<file path="src/core/qei_pkg.sv">
// Operation
// RULE1 - Sixteen-bit count steps on each decoder pulse
// RULE2 - Software reads count and loads start value
// RULE3 - Changing decoder mode keeps the count
// RULE4 - Mode 1x1 resets only at limit/zero
// RULE5 - Up at limit wraps to zero, event
// RULE6 - Down at zero loads limit, event
// RULE7 - Mode 1x0 index resets count by direction
// RULE8 - Index reset on latched, mirrored quadrature transition
// RULE9 - Match field selects phase levels for index
// RULE10 - Status bit twelve shows filtered index level
// RULE11 - Index mode flags limit+1 or 0xffff error
// RULE12 - Error raises interrupt unless mask bit set
// RULE13 - Counting continues; one error interrupt until cleared
// RULE14 - Reset enable: index reset, else wrap
// RULE15 - Index mode raises event per index pulse
// RULE16 - Mode 11x counts x4, 10x counts x2
// RULE17 - Interrupt flag stays set until software clears
// RULE18 - Software count write beats counting that cycle
package qei_pkg;
  // Register byte offsets
  localparam logic [7:0] OFS_CONTROL = 8'h00;
  localparam logic [7:0] OFS_FILTER = 8'h04;
  localparam logic [7:0] OFS_POSITION = 8'h08;
  localparam logic [7:0] OFS_LIMIT = 8'h0c;
  localparam logic [7:0] OFS_IRQ = 8'h10;
  // Control register fields
  localparam int CTL_ERR_BIT = 15;
  localparam int CTL_INDEX_BIT = 12;
  localparam int CTL_DIR_BIT = 11;
  localparam int CTL_MODE_LSB = 8;
  localparam int CTL_RST_EN_BIT = 2;
  // Filter register fields
  localparam int FLT_MATCH_LSB = 9;
  localparam int FLT_MASK_BIT = 8;
  // Values after reset
  localparam logic [15:0] POSITION_RST = 16'h0000;
  localparam logic [15:0] LIMIT_RST = 16'hffff;
  localparam logic [2:0] MODE_RST = 3'h0;
  localparam logic [1:0] MATCH_RST = 2'h0;
  // Bus answers
  localparam logic [1:0] RESP_OKAY = 2'h0;
  localparam logic [1:0] RESP_SLVERR = 2'h2;
endpackage

</file>
<file path="src/core/decode_if.sv">
`timescale 1ns/1ps
interface decode_if;
  logic x2_mode;
  logic count_pulse;
  logic count_up;
  logic direction_state;
  logic index_level;
  logic [1:0] state_prev;
  logic [1:0] state_cur;
  modport dec (input x2_mode, output count_pulse, count_up, direction_state,
    index_level, state_prev, state_cur);
  modport core (output x2_mode, input count_pulse, count_up, direction_state,
    index_level, state_prev, state_cur);
endinterface

</file>
<file path="src/core/encoder_position_counter.sv">
// The register offsets and the AXI4-Lite interface to the registers were left to the implementer.
`timescale 1ns/1ps
module encoder_position_counter
  import qei_pkg::*;
(
  // Clock, reset, enable
  input wire logic SYS_CLK_I,
  input wire logic RST_B_I,
  input wire logic CE_I,
  // Encoder pins
  input wire logic PHASE_A_IN_I,
  input wire logic PHASE_B_IN_I,
  input wire logic INDEX_IN_I,
  // Status outputs
  output logic DIRECTION_STATE_O,
  output logic ENCODER_IRQ_O,
  // AXI4-Lite write address and data
  input wire logic [7:0] S_AXI_AWADDR_I,
  input wire logic S_AXI_AWVALID_I,
  output logic S_AXI_AWREADY_O,
  input wire logic [31:0] S_AXI_WDATA_I,
  input wire logic [3:0] S_AXI_WSTRB_I,
  input wire logic S_AXI_WVALID_I,
  output logic S_AXI_WREADY_O,
  // AXI4-Lite write response
  output logic [1:0] S_AXI_BRESP_O,
  output logic S_AXI_BVALID_O,
  input wire logic S_AXI_BREADY_I,
  // AXI4-Lite read
  input wire logic [7:0] S_AXI_ARADDR_I,
  input wire logic S_AXI_ARVALID_I,
  output logic S_AXI_ARREADY_O,
  output logic [31:0] S_AXI_RDATA_O,
  output logic [1:0] S_AXI_RRESP_O,
  output logic S_AXI_RVALID_O,
  input wire logic S_AXI_RREADY_I
);
  import qei_pkg::*;

  decode_if dif();

  logic [7:0] awaddr;
  logic [31:0] wdata;
  logic [3:0] wstrb;
  logic wr_fire;
  logic wr_hit;
  logic wr_ctrl;
  logic wr_filt;
  logic wr_pos;
  logic wr_lim;
  logic wr_irq;
  logic [15:0] position_count;
  logic [15:0] count_limit;
  logic [15:0] pos_wdata;
  logic [15:0] next_count;
  logic [2:0] decoder_mode_select;
  logic index_reset_enable;
  logic count_error_flag;
  logic [1:0] index_state_match;
  logic count_error_irq_mask;
  logic encoder_irq_flag;
  logic active;
  logic limit_mode;
  logic idx_mode;
  logic cnt_en;
  logic up;
  logic roll_evt;
  logic idx_ok;
  logic idx_reset;
  logic index_evt;
  logic err_hit;
  logic index_prev;
  logic has_ref;
  logic [1:0] ref_from;
  logic [1:0] ref_to;
  logic [31:0] rd_mux;
  logic rd_hit;

  // Byte-lane merge of a 16-bit register
  function automatic logic [15:0] merge16(input logic [15:0] old, input logic [31:0] d,
    input logic [3:0] s);
    merge16 = {s[1] ? d[15:8] : old[15:8], s[0] ? d[7:0] : old[7:0]};
  endfunction

  quad_decoder u_dec (
    .clk_i(SYS_CLK_I),
    .rst_b_i(RST_B_I),
    .ce_i(CE_I),
    .phase_a_in(PHASE_A_IN_I),
    .phase_b_in(PHASE_B_IN_I),
    .index_in(INDEX_IN_I),
    .dec(dif.dec)
  );

  // Mode decode
  assign active = decoder_mode_select[2];
  assign limit_mode = active && decoder_mode_select[0]; // [RULE4]
  assign idx_mode = active && !decoder_mode_select[0];
  assign dif.x2_mode = active && !decoder_mode_select[1]; // [RULE16]
  assign cnt_en = active && dif.count_pulse;
  assign up = dif.count_up;

  // Write channel: address and data taken in either order
  always_ff @(posedge SYS_CLK_I) begin
    if (!RST_B_I) begin
      S_AXI_AWREADY_O <= 1'b1;
      S_AXI_WREADY_O <= 1'b1;
      S_AXI_BVALID_O <= 1'b0;
      S_AXI_BRESP_O <= RESP_OKAY;
      awaddr <= 8'h00;
      wdata <= 32'h0000_0000;
      wstrb <= 4'h0;
    end else if (CE_I) begin
      if (S_AXI_AWVALID_I && S_AXI_AWREADY_O) begin
        S_AXI_AWREADY_O <= 1'b0;
        awaddr <= S_AXI_AWADDR_I;
      end
      if (S_AXI_WVALID_I && S_AXI_WREADY_O) begin
        S_AXI_WREADY_O <= 1'b0;
        wdata <= S_AXI_WDATA_I;
        wstrb <= S_AXI_WSTRB_I;
      end
      if (wr_fire) begin
        S_AXI_AWREADY_O <= 1'b1;
        S_AXI_WREADY_O <= 1'b1;
        S_AXI_BVALID_O <= 1'b1;
        S_AXI_BRESP_O <= wr_hit ? RESP_OKAY : RESP_SLVERR;
      end else if (S_AXI_BVALID_O && S_AXI_BREADY_I) begin
        S_AXI_BVALID_O <= 1'b0;
      end
    end
  end

  // Write decode
  assign wr_fire = !S_AXI_AWREADY_O && !S_AXI_WREADY_O && !S_AXI_BVALID_O;
  assign wr_ctrl = wr_fire && awaddr == OFS_CONTROL;
  assign wr_filt = wr_fire && awaddr == OFS_FILTER;
  assign wr_pos = wr_fire && awaddr == OFS_POSITION;
  assign wr_lim = wr_fire && awaddr == OFS_LIMIT;
  assign wr_irq = wr_fire && awaddr == OFS_IRQ;
  assign wr_hit = wr_ctrl || wr_filt || wr_pos || wr_lim || wr_irq;
  assign pos_wdata = merge16(position_count, wdata, wstrb);

  // Control, filter and limit configuration fields
  always_ff @(posedge SYS_CLK_I) begin
    if (!RST_B_I) begin
      decoder_mode_select <= MODE_RST;
      index_reset_enable <= 1'b0;
      index_state_match <= MATCH_RST;
      count_error_irq_mask <= 1'b0;
      count_limit <= LIMIT_RST;
    end else if (CE_I) begin
      if (wr_ctrl && wstrb[1]) begin
        decoder_mode_select <= wdata[CTL_MODE_LSB +: 3];
      end
      if (wr_ctrl && wstrb[0]) begin
        index_reset_enable <= wdata[CTL_RST_EN_BIT]; // [RULE14]
      end
      if (wr_filt && wstrb[1]) begin
        index_state_match <= wdata[FLT_MATCH_LSB +: 2]; // [RULE9]
        count_error_irq_mask <= wdata[FLT_MASK_BIT]; // [RULE12]
      end
      if (wr_lim) begin
        count_limit <= merge16(count_limit, wdata, wstrb);
      end
    end
  end

  // Index qualification and transition match
  assign idx_ok = dif.index_level &&
    (dif.state_cur == index_state_match || dif.state_prev == index_state_match); // [RULE9]
  assign idx_reset = idx_mode && index_reset_enable && cnt_en && idx_ok &&
    (!has_ref || (dif.state_prev == ref_from && dif.state_cur == ref_to) ||
     (dif.state_prev == ref_to && dif.state_cur == ref_from)); // [RULE8]
  assign index_evt = idx_mode && dif.index_level && !index_prev; // [RULE15]

  // Latch the transition of the first recognised index
  always_ff @(posedge SYS_CLK_I) begin
    if (!RST_B_I) begin
      has_ref <= 1'b0;
      ref_from <= 2'h0;
      ref_to <= 2'h0;
      index_prev <= 1'b0;
    end else if (CE_I) begin
      index_prev <= dif.index_level;
      if (!idx_mode) begin
        has_ref <= 1'b0;
      end else if (idx_reset && !has_ref) begin
        has_ref <= 1'b1; // [RULE8]
        ref_from <= dif.state_prev;
        ref_to <= dif.state_cur;
      end
    end
  end

  // Next count from pulses, limits and index
  always_comb begin
    next_count = position_count;
    roll_evt = 1'b0;
    if (cnt_en) begin
      if (idx_reset) begin
        next_count = up ? 16'h0000 : count_limit; // [RULE7]
      end else if (limit_mode || !index_reset_enable) begin
        if (up && position_count == count_limit) begin
          next_count = 16'h0000; // [RULE5]
          roll_evt = limit_mode;
        end else if (!up && position_count == 16'h0000) begin
          next_count = count_limit; // [RULE6]
          roll_evt = limit_mode;
        end else begin
          next_count = up ? position_count + 16'h0001 : position_count - 16'h0001;
        end
      end else begin
        next_count = up ? position_count + 16'h0001 : position_count - 16'h0001; // [RULE1]
      end
    end
  end

  // Boundary error check in index mode
  assign err_hit = idx_mode && cnt_en && !wr_pos && !idx_reset &&
    (up ? next_count == count_limit + 16'h0001 : next_count == 16'hffff); // [RULE11]

  // Position counter, software load first
  always_ff @(posedge SYS_CLK_I) begin
    if (!RST_B_I) begin
      position_count <= POSITION_RST;
    end else if (CE_I) begin
      if (wr_pos) begin
        position_count <= pos_wdata; // [RULE2] [RULE18]
      end else begin
        position_count <= next_count; // [RULE1] [RULE3]
      end
    end
  end

  // Count error flag: hardware set wins over software clear
  always_ff @(posedge SYS_CLK_I) begin
    if (!RST_B_I) begin
      count_error_flag <= 1'b0;
    end else if (CE_I) begin
      if (err_hit) begin
        count_error_flag <= 1'b1; // [RULE11]
      end else if (wr_ctrl && wstrb[1] && !wdata[CTL_ERR_BIT]) begin
        count_error_flag <= 1'b0; // [RULE13]
      end
    end
  end

  // Interrupt flag, sticky until written with one
  always_ff @(posedge SYS_CLK_I) begin
    if (!RST_B_I) begin
      encoder_irq_flag <= 1'b0;
    end else if (CE_I) begin
      if ((roll_evt && !wr_pos) || index_evt ||
          (err_hit && !count_error_irq_mask && !count_error_flag)) begin
        encoder_irq_flag <= 1'b1; // [RULE12] [RULE13] [RULE17]
      end else if (wr_irq && wstrb[0] && wdata[0]) begin
        encoder_irq_flag <= 1'b0; // [RULE17]
      end
    end
  end

  // Registered status outputs
  always_ff @(posedge SYS_CLK_I) begin
    if (!RST_B_I) begin
      ENCODER_IRQ_O <= 1'b0;
      DIRECTION_STATE_O <= 1'b0;
    end else if (CE_I) begin
      ENCODER_IRQ_O <= encoder_irq_flag;
      DIRECTION_STATE_O <= dif.direction_state;
    end
  end

  // Read data select
  always_comb begin
    rd_hit = 1'b1;
    rd_mux = 32'h0000_0000;
    case (S_AXI_ARADDR_I)
      OFS_CONTROL: begin
        rd_mux[CTL_ERR_BIT] = count_error_flag;
        rd_mux[CTL_INDEX_BIT] = dif.index_level; // [RULE10]
        rd_mux[CTL_DIR_BIT] = dif.direction_state;
        rd_mux[CTL_MODE_LSB +: 3] = decoder_mode_select;
        rd_mux[CTL_RST_EN_BIT] = index_reset_enable;
      end
      OFS_FILTER: begin
        rd_mux[FLT_MATCH_LSB +: 2] = index_state_match;
        rd_mux[FLT_MASK_BIT] = count_error_irq_mask;
      end
      OFS_POSITION: rd_mux[15:0] = position_count; // [RULE2]
      OFS_LIMIT: rd_mux[15:0] = count_limit;
      OFS_IRQ: rd_mux[0] = encoder_irq_flag;
      default: rd_hit = 1'b0;
    endcase
  end

  // Read channel
  always_ff @(posedge SYS_CLK_I) begin
    if (!RST_B_I) begin
      S_AXI_ARREADY_O <= 1'b1;
      S_AXI_RVALID_O <= 1'b0;
      S_AXI_RDATA_O <= 32'h0000_0000;
      S_AXI_RRESP_O <= RESP_OKAY;
    end else if (CE_I) begin
      if (S_AXI_ARVALID_I && S_AXI_ARREADY_O) begin
        S_AXI_ARREADY_O <= 1'b0;
        S_AXI_RVALID_O <= 1'b1;
        S_AXI_RDATA_O <= rd_mux;
        S_AXI_RRESP_O <= rd_hit ? RESP_OKAY : RESP_SLVERR;
      end else if (S_AXI_RVALID_O && S_AXI_RREADY_I) begin
        S_AXI_RVALID_O <= 1'b0;
        S_AXI_ARREADY_O <= 1'b1;
      end
    end
  end

  // Checks on counter behaviour
  chk_sw_write_wins: assert property (@(posedge SYS_CLK_I) disable iff (!RST_B_I) // [RULE18]
    (CE_I && wr_pos) |=> position_count == $past(pos_wdata))
    else $error("software load of count lost");
  chk_mode_keeps_count: assert property (@(posedge SYS_CLK_I) disable iff (!RST_B_I) // [RULE3]
    (CE_I && wr_ctrl && !dif.count_pulse) |=> $stable(position_count))
    else $error("mode change altered count");
  chk_rollover_zero: assert property (@(posedge SYS_CLK_I) disable iff (!RST_B_I) // [RULE5]
    (CE_I && limit_mode && cnt_en && up && position_count == count_limit && !wr_pos)
    |=> position_count == 16'h0000 && encoder_irq_flag)
    else $error("rollover did not reach zero with event");
  chk_underflow_limit: assert property (@(posedge SYS_CLK_I) disable iff (!RST_B_I) // [RULE6]
    (CE_I && limit_mode && cnt_en && !up && position_count == 16'h0000 && !wr_pos)
    |=> position_count == $past(count_limit) && encoder_irq_flag)
    else $error("underflow did not load limit with event");
  chk_index_reset_dir: assert property (@(posedge SYS_CLK_I) disable iff (!RST_B_I) // [RULE7]
    (CE_I && idx_reset && !wr_pos)
    |=> position_count == ($past(up) ? 16'h0000 : $past(count_limit)))
    else $error("index reset value wrong for direction");
  chk_count_step_one: assert property (@(posedge SYS_CLK_I) disable iff (!RST_B_I) // [RULE1]
    (CE_I && idx_mode && index_reset_enable && cnt_en && !idx_reset && !wr_pos)
    |=> position_count == $past(position_count) + ($past(up) ? 16'h0001 : 16'hffff))
    else $error("count did not step by one");
  chk_index_status: assert property (@(posedge SYS_CLK_I) disable iff (!RST_B_I) // [RULE10]
    (CE_I && S_AXI_ARVALID_I && S_AXI_ARREADY_O && S_AXI_ARADDR_I == OFS_CONTROL)
    |=> S_AXI_RDATA_O[CTL_INDEX_BIT] == $past(dif.index_level))
    else $error("index status bit mismatch");
  chk_error_flag_set: assert property (@(posedge SYS_CLK_I) disable iff (!RST_B_I) // [RULE11]
    (CE_I && err_hit) |=> count_error_flag ##1 (count_error_flag || !$past(CE_I) || wr_ctrl
    || $past(wr_ctrl)))
    else $error("count error not flagged");
  chk_error_irq_masked: assert property (@(posedge SYS_CLK_I) disable iff (!RST_B_I) // [RULE12]
    (CE_I && !encoder_irq_flag && err_hit && count_error_irq_mask && !index_evt
    && !roll_evt) |=> !encoder_irq_flag)
    else $error("masked count error raised interrupt");
  chk_irq_sticky: assert property (@(posedge SYS_CLK_I) disable iff (!RST_B_I) // [RULE17]
    (CE_I && encoder_irq_flag && !wr_irq) |=> encoder_irq_flag)
    else $error("interrupt flag dropped without clear");
endmodule

</file>
<file path="src/core/quad_decoder.sv">
`timescale 1ns/1ps
module quad_decoder
  import qei_pkg::*;
(
  // Clock, reset, enable
  input wire logic clk_i,
  input wire logic rst_b_i,
  input wire logic ce_i,
  // Encoder pins
  input wire logic phase_a_in,
  input wire logic phase_b_in,
  input wire logic index_in,
  // Decoded events
  decode_if.dec dec
);
  logic [2:0] sync1;
  logic [2:0] sync2;
  logic [1:0] prev_ab;
  logic a_chg;
  logic b_chg;
  logic valid_step;

  // Two-stage synchronisers for the three pins
  always_ff @(posedge clk_i) begin
    if (!rst_b_i) begin
      sync1 <= 3'h0;
      sync2 <= 3'h0;
      prev_ab <= 2'h0;
    end else if (ce_i) begin
      sync1 <= {index_in, phase_a_in, phase_b_in};
      sync2 <= sync1;
      prev_ab <= sync2[1:0];
    end
  end

  // Edge and lead/lag decode
  assign a_chg = sync2[1] ^ prev_ab[1];
  assign b_chg = sync2[0] ^ prev_ab[0];
  assign valid_step = a_chg ^ b_chg;

  // Count pulse, direction and state tracking
  always_ff @(posedge clk_i) begin
    if (!rst_b_i) begin
      dec.count_pulse <= 1'b0;
      dec.count_up <= 1'b0;
      dec.direction_state <= 1'b0;
      dec.index_level <= 1'b0;
      dec.state_prev <= 2'h0;
      dec.state_cur <= 2'h0;
    end else if (ce_i) begin
      dec.count_pulse <= valid_step && (a_chg || !dec.x2_mode); // [RULE16]
      dec.count_up <= sync2[1] ^ prev_ab[0];
      if (valid_step) begin
        dec.direction_state <= sync2[1] ^ prev_ab[0];
      end
      dec.index_level <= sync2[2];
      dec.state_prev <= prev_ab;
      dec.state_cur <= sync2[1:0];
    end
  end
endmodule

</file>
<file path="config.mk">
export PLATFORM = sky130hd
export DESIGN_NAME = encoder_position_counter
export DESIGN_NICKNAME = d
export VERILOG_FILES = /design/src/core/qei_pkg.sv /design/src/core/decode_if.sv /design/src/core/encoder_position_counter.sv /design/src/core/quad_decoder.sv
export SDC_FILE = /design/constraint.sdc
export NUM_CORES = 1
export LEC_CHECK = 0
export BUFFER_PORTS_ARGS = -buffer_cell sky130_fd_sc_hd__buf_4
export CAP_MARGIN = 40
export CORE_MARGIN = 3
export CORE_UTILIZATION = 35
export DETAILED_ROUTE_END_ITERATION = 16
export SETUP_SLACK_MARGIN = 0.3
export SYNTH_ARGS = -nofsm -noshare
export SYNTH_HDL_FRONTEND = slang
export SYNTH_SLANG_ARGS = --single-unit
</file>
<file path="constraint.sdc">
create_clock -name SYS_CLK_I -period 3.6 [get_ports SYS_CLK_I]
set_input_delay 0.72 -clock SYS_CLK_I [delete_from_list [all_inputs] [get_ports SYS_CLK_I]]
set_output_delay 0.72 -clock SYS_CLK_I [all_outputs]
set_load 0.05 [all_outputs]
</file>
[Word level (Yosys, flattened, before mapping)]
Index checks and enable logic that the tools add are counted.
Operators by class
  eq/ne operators: 20
  $mul: 0
  add/subtract/negate cells: 3
  bitwise operators: 4
  multiplexer cells: 43
  shifts and indexed selects: 0
  div/mod/pow operators: 0
  order comparisons: 0
  reduce and logical (&&, ||, !) cells: 98
Operator list (count)
  2-to-1 mux 16 bit: 8
  logical AND 1 bit: 42
  AND reduction 2 bit: 17
  adder 16 x 1 -> 16 bit, second input constant: 2
  == test 16 bit: 2
  == test 8 x 4 -> 1 bit, second input constant: 4
  2-to-1 mux 1 bit: 23
  == test 16 bit, second input constant: 1
  == test 8 x 3 -> 1 bit, second input constant: 2
  == test 8 x 5 -> 1 bit, second input constant: 2
  zero test 16 bit: 1
  zero test 8 bit: 2
  2-to-1 mux 8 bit: 2
  subtractor 16 x 1 -> 16 bit, second input constant: 1
  zero test 1 bit: 15
  == test 2 bit: 6
  case mux 3 bit (4 select lines): 1
  nonzero test 2 bit: 6
  logical OR 1 bit: 11
  case mux 5 bit (2 select lines): 1
  case mux 1 bit (3 select lines): 3
  AND reduction 3 bit: 3
  case mux 2 bit (3 select lines): 1
  OR reduction 5 bit: 1
  other kinds (6): 11
Storage, ports and cells
  memories kept: 0
  RAM bits: 0
  output and inout bits: 43
  bits in read-only memories: 0
  input port bits: 63
  word-level logic and storage cells: 203
  bits in latches: 0
  register bits: 114

[Depth between registers and ports, before layout]
Gate-level depths: netlist of the first run.
  word-level depth: 16
  gate-level depth with buffers: 13
  depth with buffers taken out: 12

[By module]
Synthesis of the first run repeated with hierarchy kept, for this count alone.
Unflattened totals
  cells, all modules: 939
  area, all modules: 7513.5 sq um
By module, submodules not included
  encoder_position_counter: cells each 884, sequential area each 1961.9 sq um, area an instance 6939.2 sq um, instances 1
  quad_decoder: cells each 55, sequential area each 280.3 sq um, area an instance 574.3 sq um, instances 1

[Least setup slack after synthesis of the first run]
OpenSTA, ideal clock, no wires.
  path kind: register to register
  from: register u_dec.dec.count_up
  to: register encoder_irq_flag
  buffers on the path: 0
  cell stages (with the launch flop): 13
  library setup time: 0.087 ns
  path slack: 0.028 ns
  required time: 3.513 ns
  arrival time: 3.485 ns
  clock period less this slack: 3.572 ns
  path through: dfxtp_1 > clkinv_1 > ha_1 > a211oi_1 > o211ai_1 > and3_1 > or3b_1 > and4_1 > mux2i_1 > o22ai_1 > nor4_1 > nand3_1 > o31ai_1
Between the ends
  longest elaborated chain between the ends: 15
  elaborated cells between the ends (all ways): 27
  classes of those cells: 2 x eq/ne; 14 x mux; 11 x reduce/logical
RTL lines
  from (decl): line decode_if.sv:10  | modport dec (input x2_mode, output count_pulse, count_up, direction_state,
  from (signal assigned): line quad_decoder.sv:52  | dec.count_up <= sync2[1] ^ prev_ab[0];
  zero test 1 bit: line encoder_position_counter.sv:207  | end else if (!up && position_count == 16'h0000) begin
  logical AND 1 bit: line encoder_position_counter.sv:207
  2-to-1 mux 16 bit: line encoder_position_counter.sv:207
  2-to-1 mux 16 bit: line encoder_position_counter.sv:204  | if (up && position_count == count_limit) begin
  2-to-1 mux 16 bit: line encoder_position_counter.sv:203  | end else if (limit_mode || !index_reset_enable) begin
  2-to-1 mux 16 bit: line encoder_position_counter.sv:201  | if (idx_reset) begin
  2-to-1 mux 16 bit: line encoder_position_counter.sv:200  | if (cnt_en) begin
  == test 16 bit: line encoder_position_counter.sv:221  | (up ? next_count == count_limit + 16'h0001 : next_count == 16'hffff);
  2-to-1 mux 1 bit: line encoder_position_counter.sv:221
  logical AND 1 bit: line encoder_position_counter.sv:220  | assign err_hit = idx_mode && cnt_en && !wr_pos && !idx_reset &&
  logical AND 1 bit (2 in a row): line encoder_position_counter.sv:255  | (err_hit && !count_error_irq_mask && !count_error_flag)) begin
  logical OR 1 bit (*): line encoder_position_counter.sv:254  | if ((roll_evt && !wr_pos) || index_evt ||
  nonzero test 2 bit (no line)
  AND reduction 2 bit (no line)
  to (signal assigned): line encoder_position_counter.sv:252  | encoder_irq_flag <= 1'b0;
  to (signal assigned): line encoder_position_counter.sv:256  | encoder_irq_flag <= 1'b1;
  to (signal assigned): line encoder_position_counter.sv:258  | encoder_irq_flag <= 1'b0;
  to (decl): line encoder_position_counter.sv:61  | logic encoder_irq_flag;
Every way passes the cells marked *; elsewhere a longest branch is shown, timed or not.
A chain may end at the register's enable or synchronous reset.

[Final worst setup path of the first run]
  from: register position_count[15]
  to: register encoder_irq_flag
Between the ends
  longest elaborated chain between the ends: 15
  elaborated cells between the ends (all ways): 29
  classes of those cells: 2 x add/sub; 3 x eq/ne; 13 x mux; 11 x reduce/logical
RTL lines
  from (decl): line encoder_position_counter.sv:52  | logic [15:0] position_count;
  from (signal assigned): line encoder_position_counter.sv:229  | position_count <= pos_wdata;
  from (signal assigned): line encoder_position_counter.sv:231  | position_count <= next_count;
  subtractor 16 x 1 -> 16 bit (tied with other cells): line encoder_position_counter.sv:211, encoder_position_counter.sv:214
  2-to-1 mux 16 bit or logical AND 1 bit (tied branches): line encoder_position_counter.sv:211, encoder_position_counter.sv:214, encoder_position_counter.sv:207
  2-to-1 mux 16 bit: line encoder_position_counter.sv:207
  2-to-1 mux 16 bit: line encoder_position_counter.sv:204
  2-to-1 mux 16 bit: line encoder_position_counter.sv:203
  2-to-1 mux 16 bit: line encoder_position_counter.sv:201
  2-to-1 mux 16 bit: line encoder_position_counter.sv:200
  == test 16 bit: line encoder_position_counter.sv:221
  2-to-1 mux 1 bit: line encoder_position_counter.sv:221
  logical AND 1 bit: line encoder_position_counter.sv:220
  logical AND 1 bit (2 in a row): line encoder_position_counter.sv:255
  logical OR 1 bit (*): line encoder_position_counter.sv:254
  nonzero test 2 bit (no line)
  AND reduction 2 bit (no line)
Marks and branches as above.

==> results by group, run 1 <==
Global route
  – Global-route wire length before repair: 37.31 mm
  – Vias in the first global route: 6628
  – Largest net degree at the start of global routing: 78
  – Gr ovfl total: 0
  – Gr usage total: 19.82%
  – Initial antenna violation count: 0

Routing
  – Routed via count: 7202
  – Final WL: 23.88 mm
  – First drt pass iteration count: 5
  – Routed length per instance: 18.61 um
  – Met2 WL: 10.01 mm
  – 1st-iter DRT viols: 570
  – Via-per-instance ratio: 5.613
  – M1 WL: 11.42 mm
  – Drc violations: 0
  – Wire length on met3: 1.936 mm
  – Final antenna-violating net count: 0
  – Top Metal Used: met4

Floorplan
  – Die area: 23060 um^2
  – Die width: 151.9 um
  – Core Rows: 52
  – Die height: 151.9 um
  – Core area: 20560 um^2
  – I/O pin count: 106
  – Initial Utilization: 36.22%

Yosys
  – Post-synth EDFFs: 0
  – Synthesized flop and latch total: 112
  – Post-synth top flop: dfxtp_1
  – Synth Area in XOR/XNOR: 5.764%
  – Largest family of logic cells by synthesized area: simple AND/OR/NAND/NOR gates
  – Adder-cell share of the synthesized area: 2.789%
  – Post-synthesis mux area share: 7.495%
  – Synth async-reset ratio: 0%
  – Library cells used by synthesis: 79
  – Synthesis warning total: 0
  – Post-synthesis cell count: 944
  – Compound-Gate Fraction of Synth Area: 23.59%
  – Sequential share of the synthesized area: 30.11%
  – Synthesized area: 7446 um^2
  – Syn Area/Cell: 7.888 um^2
  – Simple logic cell fraction of the synthesized area: 23.81%

Critical path
  – Slowest CP cell: dfxtp_1
  – Worst path cell trace: inv_1 > a2111o_1 > nor3_1 > and3_1 > or2_2 > o21bai_1 > o2111ai_1 > nor4_2 > nand3_1 > o31ai_1
  – CP Launch Point: position_count[15]$_SDFFE_PN0P_
  – Req. time, crit path: 3.89 ns
  – Crit path max-delay family: simple AND/OR/NAND/NOR gates
  – Crit-path max FO: 7
  – Reg-to-reg startpoint: position_count[15]$_SDFFE_PN0P_
  – Critical Path Sink Type: register
  – CP Buf/Inv Count: 1
  – CP Data Arrival Time: 3.49 ns
  – Max stage delay on crit path: 0.56 ns
  – Crit Path Class: reg2reg
  – Setup crit start kind: register

Status
  – Outcome: complete, no violations

Power
  – Leak pwr: 0.003419 uW
  – Peak supply drop: 0.2089 mV
  – Power per Cell Area: 351.9 nW/um^2

Final layout
  – Nets: 1087
  – Share of cells above drive strength 1: 18.66%
  – Ant. Diodes: 0
  – Area Overhead vs Synth: 18.30%

Timing
  – Final worst-path cycle share: 88.94%
  – Fmax: 0.3123 GHz
  – Setup tns final: 0 ns
  – RSZ-0062 raised after global routing: no
  – Tightest Pin Transition: 0.7023 ns
  – Final Hold Vio Count: 0
  – Worst Clk Skew: 0.01598 ns
  – Final WS setup: 0.3982 ns
  – Setup violators final: 0
  – Relative slew slack: 53.05%
  – Final min period: 3.202 ns
  – Max-slew violations: 0

Clocking
  – Sink Count: 112
  – CTS root buf: clkbuf_16
  – CTS tree: built
  – CTS Buf Count: 9
  – CTS H-Tree Depth: 3
  – Worst-Skew Late Latency: 0.37 ns
  – Clock transition at the registers of the reported paths: 0.08 ns
  – CTS Buffer Depth: 2

Min path
  – Worst hold path class: reg2reg
  – Beginning of the worst hold path: awaddr[7]$_SDFFE_PN0P_

Place
  – HPWL Detailed: 17.62 mm
  – Port-buffer cells: 69
  – Place WS: 0.2249 ns
  – Placer Congestion: 0.9875

Run
  – Total of max-cap violations: 0
## state kept, by name, indices dropped and copies added (netlist names), 2 cells and up
signal                flops
count_limit              16
ref_to                    2
awaddr                    8
ref_from                  2
u_dec.prev_ab             2
wstrb                     2
S_AXI_RDATA_O            16
u_dec.sync2               3
decoder_mode_select       3
u_dec.dec.state_prev      2
wdata                    16
index_state_match         2
u_dec.sync1               3
position_count           16
## kinds of logic (layout without fill, tap and decap cells)
group                    count (synthesis)  after routing
flip-flops                             112            112
XOR/XNOR                                49             49
adder cells (fa/ha/maj)                 16             16
other                                    1             18
buffers and inverters                  100            152
AND/OR/NAND/NOR                        356            356
AO/OA/AOI/OAI                          259            259
multiplexers                            51             51
## report_power, final
part | switching (uW) | total (uW) | internal [uW]
Clock | 522 | 1040 | 513
Combinational | 439 | 738 | 300
Sequential | 51.9 | 1330 | 1270
## synth_stat cells (4+ instances only)
cell type | count | share of area, %
nand3_1 | 37 | 2.5
nand3b_1 | 4 | 0.40
mux2_2 | 8 | 1.2
clkbuf_1 | 55 | 2.8
a211o_1 | 4 | 0.47
a21boi_0 | 34 | 3.4
nor3_1 | 20 | 1.3
and4_1 | 6 | 0.71
inv_1 | 13 | 0.66
o31ai_1 | 10 | 1.0
or3_1 | 6 | 0.50
o21ai_0 | 53 | 3.6
a21oi_1 | 59 | 4.0
nand2_1 | 130 | 6.6
xnor2_1 | 35 | 4.1
nand2b_1 | 8 | 0.67
a22oi_1 | 14 | 1.4
and2_1 | 5 | 0.42
buf_4 | 19 | 1.9
dfxtp_1 | 112 | 30
ha_1 | 15 | 2.5
a31oi_1 | 9 | 0.76
o2111ai_1 | 6 | 0.71
nor2_1 | 45 | 2.3
nand4_1 | 11 | 0.92
nor2b_1 | 43 | 3.6
mux2i_1 | 40 | 5.4
buf_2 | 5 | 0.34
xor2_1 | 14 | 1.6
o211ai_1 | 16 | 1.6
a211oi_1 | 6 | 0.60
and3_1 | 12 | 1.0
nor4_1 | 10 | 0.84
## cell usage in the layout (no fill, tap or decap), types with 5 or more instances in the layout
| cell | count |
|---|---|
| nand3_1 | 37 |
| dfxtp_1 | 106 |
| nand2_1 | 129 |
| a211oi_2 | 5 |
| or3_1 | 6 |
| inv_1 | 13 |
| nor2b_1 | 43 |
| a21oi_1 | 56 |
| xor2_1 | 13 |
| o21ai_0 | 50 |
| clkbuf_16 | 9 |
| ha_1 | 12 |
| o21ai_1 | 6 |
| a21boi_0 | 33 |
| and3_1 | 12 |
| nand4_1 | 11 |
| a31oi_1 | 9 |
| buf_4 | 118 |
| and2_1 | 5 |
| nor4_1 | 8 |
| nor3_1 | 20 |
| xnor2_1 | 35 |
| o2111ai_1 | 5 |
| dfxtp_2 | 5 |
| mux2i_1 | 40 |
| mux2_2 | 8 |
| nor2_1 | 45 |
| a22oi_1 | 13 |
| nand2b_1 | 7 |
| o211ai_1 | 16 |
| conb_1 | 18 |
| and4_1 | 6 |
| o31ai_1 | 10 |
## tightest hold or removal path, stage by stage (launching register included)
cell      delay, ns
dfxtp_1        0.31
nand2_1        0.04
a21boi_0       0.06
## layout make-up
class | instances | area (um^2)
Fill cell | 2164 | 11750
Multi-Input combinational cell | 749 | 4918
Sequential cell | 112 | 2252
Timing Repair Buffer | 120 | 924.6
Tap cell | 270 | 337.8
Clock buffer | 10 | 239.0
Clock inverter | 6 | 70.07
Inverter | 15 | 61.31
Timing Repair inverter | 1 | 5.005
## stage by stage
step	cells	cell area [um^2]	hold WS, ns	power [uW]	util, %
2_1_floorplan	961	7515	0.4379	1830	-
3_3_place_gp	1260	8302	0.4495	2027	40.38
3_5_place_dp	1261	8329	0.4577	2032	40.51
4_1_cts	1278	8663	0.4688	3081	42.14
5_1_grt	1283	8808	0.4951	3237	42.84
6_report	1283	8808	0.4632	3100	42.84
## per-layer routing
layer  global-route usage, %  up-vias
met3                   3.697       36
met1                   30.13     3332
met5                       0        -
li1                        -     3511
met2                   28.47      323
met4                   5.608        0
## timing repair
action | CTS | global route
gates resized for setup | 4 | 29
endpoints found under the setup margin | 1 | 2
pin swaps | 1 | 13
gates cloned | 0 | 1
setup buffers | 1 | 4
hold buffers | 0 | 0
## worst paths after layout
path,endpoint,slack (ns),depth (start not counted)
max reg2reg,encoder_irq_flag$_SDFFE_PN0P_,0.40,10
min reg2reg,awaddr[7]$_SDFFE_PN0P_,0.46,2
max,encoder_irq_flag$_SDFFE_PN0P_,0.40,10
min,awaddr[7]$_SDFFE_PN0P_,0.46,2
(Power assumes the default switching activity.)
==> inputs of run 2 (changes only) <==
Settings changed: ABC_AREA set to 1.
==> results by group, run 2 <==
Status
  – Outcome: complete, no violations

Final layout
  – Commonest cells after routing, fill and taps aside: nand2_1, inv_1, nor2_1
  – Nets: 1405
  – FF/Latch Area: 2242 um^2
  – Area Overhead vs Synth: 12.73%
  – Most common cell after layout, fill and taps aside: nand2_1
  – Non-filler instance count after layout: 1606
  – Fill count: 2381
  – Ant. Diodes: 0
  – Share of cells above drive strength 1: 9.316%
  – Fin area: 8706 um^2
  – Multi-input combinational cell area: 4494 um^2

Yosys
  – Post-synthesis cell count: 1279
  – Synthesized area: 7722 um^2
  – Post-synth top flop: dfxtp_1
  – Yosys top cell area share: 29.03%
  – Top post-synthesis cells by area: dfxtp_1, nand2_1, inv_1
  – Synth async-reset ratio: 0%
  – Top-count cell post-synth: nand2_1
  – Syn Area/Cell: 6.038 um^2
  – Synthesis warning total: 0
  – Library cells used by synthesis: 49
  – Synthesized flop and latch total: 112
  – Yosys top cell by area: dfxtp_1
  – Commonest cells post-synth: nand2_1, inv_1, nor2_1, dfxtp_1, o21ai_0
  – Sequential share of the synthesized area: 29.03%
  – Post-synth EDFFs: 0

Timing
  – Final Hold Vio Count: 0
  – Final worst-path cycle share: 82.79%
  – Fmax: 0.3355 GHz
  – RSZ-0062 raised after global routing: no
  – Worst Clk Skew: 0.01094 ns
  – Max-slew violations: 0
  – Setup violators final: 0
  – Final min period: 2.980 ns
  – Relative slew slack: 46.72%
  – Tightest Pin Transition: 0.7919 ns
  – Setup tns final: 0 ns

Place
  – Port-buffer cells: 69
  – DP Area: 8402 um^2
  – HPWL Detailed: 19.67 mm
  – Cells after DPL: 1590
  – Placer Congestion: 0.9441

Power
  – Total power draw: 2991 uW
  – Power per Cell Area: 343.6 nW/um^2
  – Leak pwr: 0.004559 uW
  – Peak supply drop: 0.2561 mV

Floorplan
  – Die width: 154.5 um
  – Core area: 21350 um^2
  – Die height: 154.5 um
  – Initial Utilization: 36.17%
  – Die area: 23880 um^2
  – I/O pin count: 106
  – Core Rows: 53

Critical path
  – Crit Path Class: reg2reg
  – Req. time, crit path: 3.90 ns
  – Setup crit start kind: register
  – Crit-path max FO: 29
  – CP Data Arrival Time: 3.28 ns
  – Critical Path Sink Type: register

Routing
  – Final antenna-violating net count: 0
  – First drt pass iteration count: 5
  – Routed length per instance: 15.80 um
  – Drc violations: 0
  – Routed via count: 8071
  – 1st-iter DRT viols: 579
  – Via-per-instance ratio: 5.026
  – Final WL: 25.37 mm

Global route
  – Met3 Use GR: 2.350%
  – M2 GR Usage: 32.40%
  – M1 GR Usage: 30.78%
  – Global-route wire length before repair: 39.81 mm
  – Largest net degree at the start of global routing: 81
  – Gr usage total: 20.94%
  – Initial antenna violation count: 0
  – Busiest grt layer: met2
  – Gr ovfl total: 0
  – Vias in the first global route: 7353

Clocking
  – Sink Count: 112
  – Post-CTS Setup Inserts: 0
  – Number of hold buffers added after CTS: 0
  – CTS Buf Count: 9
  – CTS tree: built
  – Clock transition at the registers of the reported paths: 0.09 ns
  – Worst-Skew Late Latency: 0.37 ns
  – CTS root buf: clkbuf_16
  – CTS Buffer Depth: 2
  – CTS H-Tree Depth: 3
  – Post_cts resized: 0

Min path
  – Worst hold path class: reg2reg

Run
  – Total of max-cap violations: 0
## run 2: critical path, stage by stage (launching register included)
cell and delay, ns:
dfxtp_1 0.52, xnor2_1 0.16, nand2_1 0.11, a21oi_4 0.33, nand2_2 0.46, o21ai_0 0.32
inv_1 0.06, nand2_1 0.09, nand2_1 0.10, nand2_1 0.07, nand3_1 0.07, nor2_1 0.08
nand3_1 0.13, nor2_1 0.17, nand3_1 0.10, a21oi_2 0.11
## run 2: routing by layer
metal | wire length (um) | vias up
met2 | 10940 | 255
li1 | - | 4185
met1 | 12140 | 3601
met5 | 0 | -
met3 | 1757 | 30
met4 | 527 | 0
## run 2: area by class of cell
type	count	area share (%)
Multi-Input combinational cell	937	51.62
Timing Repair Buffer	86	7.416
Tap cell	275	3.952
Clock inverter	7	0.9054
Inverter	180	7.761
Sequential cell	112	25.75
Clock buffer	9	2.587
## run 2: power by group
group	leakage, uW	switching, uW	internal (uW)	total (uW)
combinational	0.00350	427	198	626
clock	0.000148	539	499	1040
sequential	0.000914	41.7	1290	1330
## run 2: stage by stage
step	util (%)	setup WS, ns	hold WS, ns
2_1_floorplan	-	0.6166	0.4238
3_5_place_dp	39.35	0.6633	0.4388
4_1_cts	40.77	0.6390	0.4509
6_report	40.77	0.6196	0.4475
3_3_place_gp	39.35	0.6682	0.4344
5_1_grt	40.77	0.3240	0.4703
## run 2: kinds of logic (layout without fill, tap and decap cells)
kind of cell,Yosys count,in the layout,share of synthesized area (%)
and+or+nand+nor,637,637,34.43
AOI/OAI and AO/OA,249,249,18.28
buffers and inverters,247,282,13.59
DFF,112,112,29.03
xor gates and xnor gates,17,17,1.928
adders and majority gates,16,16,2.690
other,1,18,0.04856
## run 2: worst paths after layout
| check | from | cells after the start | to | slack [ns] |
|---|---|---|---|---|
| setup reg to reg | u_dec.prev_ab[0]$_SDFFE_PN0P_ | 15 | encoder_irq_flag$_SDFFE_PN0P_ | 0.62 |
| setup / recovery | u_dec.prev_ab[0]$_SDFFE_PN0P_ | 15 | encoder_irq_flag$_SDFFE_PN0P_ | 0.62 |
| hold / removal | wstrb[0]$_SDFFE_PN0P_ | 2 | wstrb[0]$_SDFFE_PN0P_ | 0.45 |
| hold reg to reg | wstrb[0]$_SDFFE_PN0P_ | 2 | wstrb[0]$_SDFFE_PN0P_ | 0.45 |
==> inputs of run 3 (changes only) <==
Settings changed: ABC_AREA 1 to 0.
Clock period 3.6 ns to 3.1 ns, I/O delays scaled along.
==> results by group, run 3 (synthesized netlist as in run 1, its figures left out) <==
Status
  – Failing checks: setup timing
  – Outcome: complete, but fails checks

Timing
  – Fmax: 0.3153 GHz
  – Final min period: 3.172 ns
  – Relative slew slack: 54.37%
  – Setup violators final: 2
  – Final WS setup: -0.07184 ns
  – Final worst-path cycle share: 102.3%
  – RSZ-0062 raised after global routing: yes
  – Worst Clk Skew: 0.01677 ns
  – Tightest Pin Transition: 0.6826 ns
  – Setup tns final: -0.1413 ns
  – Max-slew violations: 0
  – Final Hold Vio Count: 0

Place
  – Place WS: -0.07315 ns
  – Placer Congestion: 0.9661
  – Port-buffer cells: 69
  – DP Area: 9041 um^2
  – HPWL Detailed: 19.27 mm

Final layout
  – Ant. Diodes: 0
  – Most common cell after layout, fill and taps aside: buf_4
  – Commonest cells after routing, fill and taps aside: buf_4, nand2_1, dfxtp_1
  – Nets: 1163
  – Share of cells above drive strength 1: 27.27%
  – Post-Route Utilization: 47.40%
  – Area Overhead vs Synth: 30.89%
  – Fin area: 9746 um^2

Routing
  – 1st-iter DRT viols: 624
  – Routed via count: 7585
  – Via-per-instance ratio: 5.581
  – Routed length per instance: 18.73 um
  – Final antenna-violating net count: 0
  – Final WL: 25.45 mm
  – Drc violations: 0
  – First drt pass iteration count: 5

Clocking
  – CTS Buf Count: 9
  – CTS root buf: clkbuf_16
  – Sink Count: 112
  – Clock transition at the registers of the reported paths: 0.09 ns
  – CTS tree: built
  – Worst-Skew Late Latency: 0.36 ns
  – CTS H-Tree Depth: 3
  – CTS Buffer Depth: 2

Global route
  – Met3 Use GR: 2.873%
  – Gr usage total: 21.07%
  – Vias in the first global route: 7111
  – Largest net degree at the start of global routing: 82
  – Gr ovfl total: 0
  – Busiest grt layer: met2
  – Initial antenna violation count: 0
  – M2 GR Usage: 31.92%
  – Global-route wire length before repair: 39.64 mm
  – M1 GR Usage: 31.84%

Critical path
  – Setup crit start kind: register
  – Critical Path Sink Type: register
  – Crit Path Class: reg2reg
  – Req. time, crit path: 3.37 ns
  – Crit-path max FO: 8
  – Cells on worst reg2reg path: 13
  – CP Data Arrival Time: 3.44 ns

Power
  – Peak supply drop: 0.3203 mV
  – Power per Cell Area: 398.4 nW/um^2
  – Leak pwr: 0.003873 uW
  – Total power draw: 3883 uW

Floorplan
  – Die area: 23060 um^2
  – Initial Utilization: 36.22%
  – Core Rows: 52
  – I/O pin count: 106
  – Die width: 151.9 um
  – Die height: 151.9 um
  – Core area: 20560 um^2

Run
  – Total of max-cap violations: 0

Min path
  – Hold Path Cell Cnt: 2
  – Worst hold path class: reg2reg
## run 3: critical path, cell delays in order, from the launching register on
cell and delay [ns]:
dfxtp_4 0.41, clkinv_8 0.10, buf_12 0.16, ha_4 0.21, o211ai_1 0.22, o211ai_1 0.19, and3_1 0.21, or3b_1 0.35
and4_4 0.21, mux2i_1 0.16, o22ai_1 0.11, nor4_2 0.34, nand3_1 0.20, o31ai_1 0.21
## run 3: through the flow
stage,std cells,hold slack (ns)
2_1_floorplan,961,0.4379
3_3_place_gp,1336,0.4539
3_5_place_dp,1337,0.4527
4_1_cts,1357,0.4651
5_1_grt,1359,0.4896
6_report,1359,0.4616
## run 3: worst paths after layout
kind                                                      start                       endpoint  slack, ns
worst min-delay path                     awaddr[1]$_SDFFE_PN0P_         awaddr[1]$_SDFFE_PN0P_       0.46
worst max register to register  u_dec.dec.count_up$_SDFFE_PN0P_  encoder_irq_flag$_SDFFE_PN0P_      -0.07
worst min register to register           awaddr[1]$_SDFFE_PN0P_         awaddr[1]$_SDFFE_PN0P_       0.46
worst max-delay path            u_dec.dec.count_up$_SDFFE_PN0P_  encoder_irq_flag$_SDFFE_PN0P_      -0.07
## run 3: area by class of cell
class	instances	area, um^2
clock buffer	9	225.2
clock inverter	7	105.1
fill	2096	10810
inverter	15	68.82
multi-input combinational	749	5214
sequential	112	2251
tap	270	337.8
timing repair buffer	197	1544
## run 3: routing by layer
metal | wire, um | up-vias
met5 | 0 | -
met4 | 422 | 0
met3 | 1761 | 30
met2 | 11150 | 291
met1 | 12110 | 3593
li1 | - | 3671
## run 3: repair_timing
item / 4_1_cts / 5_1_grt
buffers inserted: 4 / 2
pin swaps: 14 / 19
gates resized for setup: 31 / 33
endpoints found under the setup margin: 6 / 9
hold buffers: 0 / 0
cloned: 0 / 0
## run 3: where the power goes
part | internal [uW] | switching [uW]
clock | 662 | 602
sequential | 1480 | 59.7
combinational | 493 | 586
total | 2640 | 1250
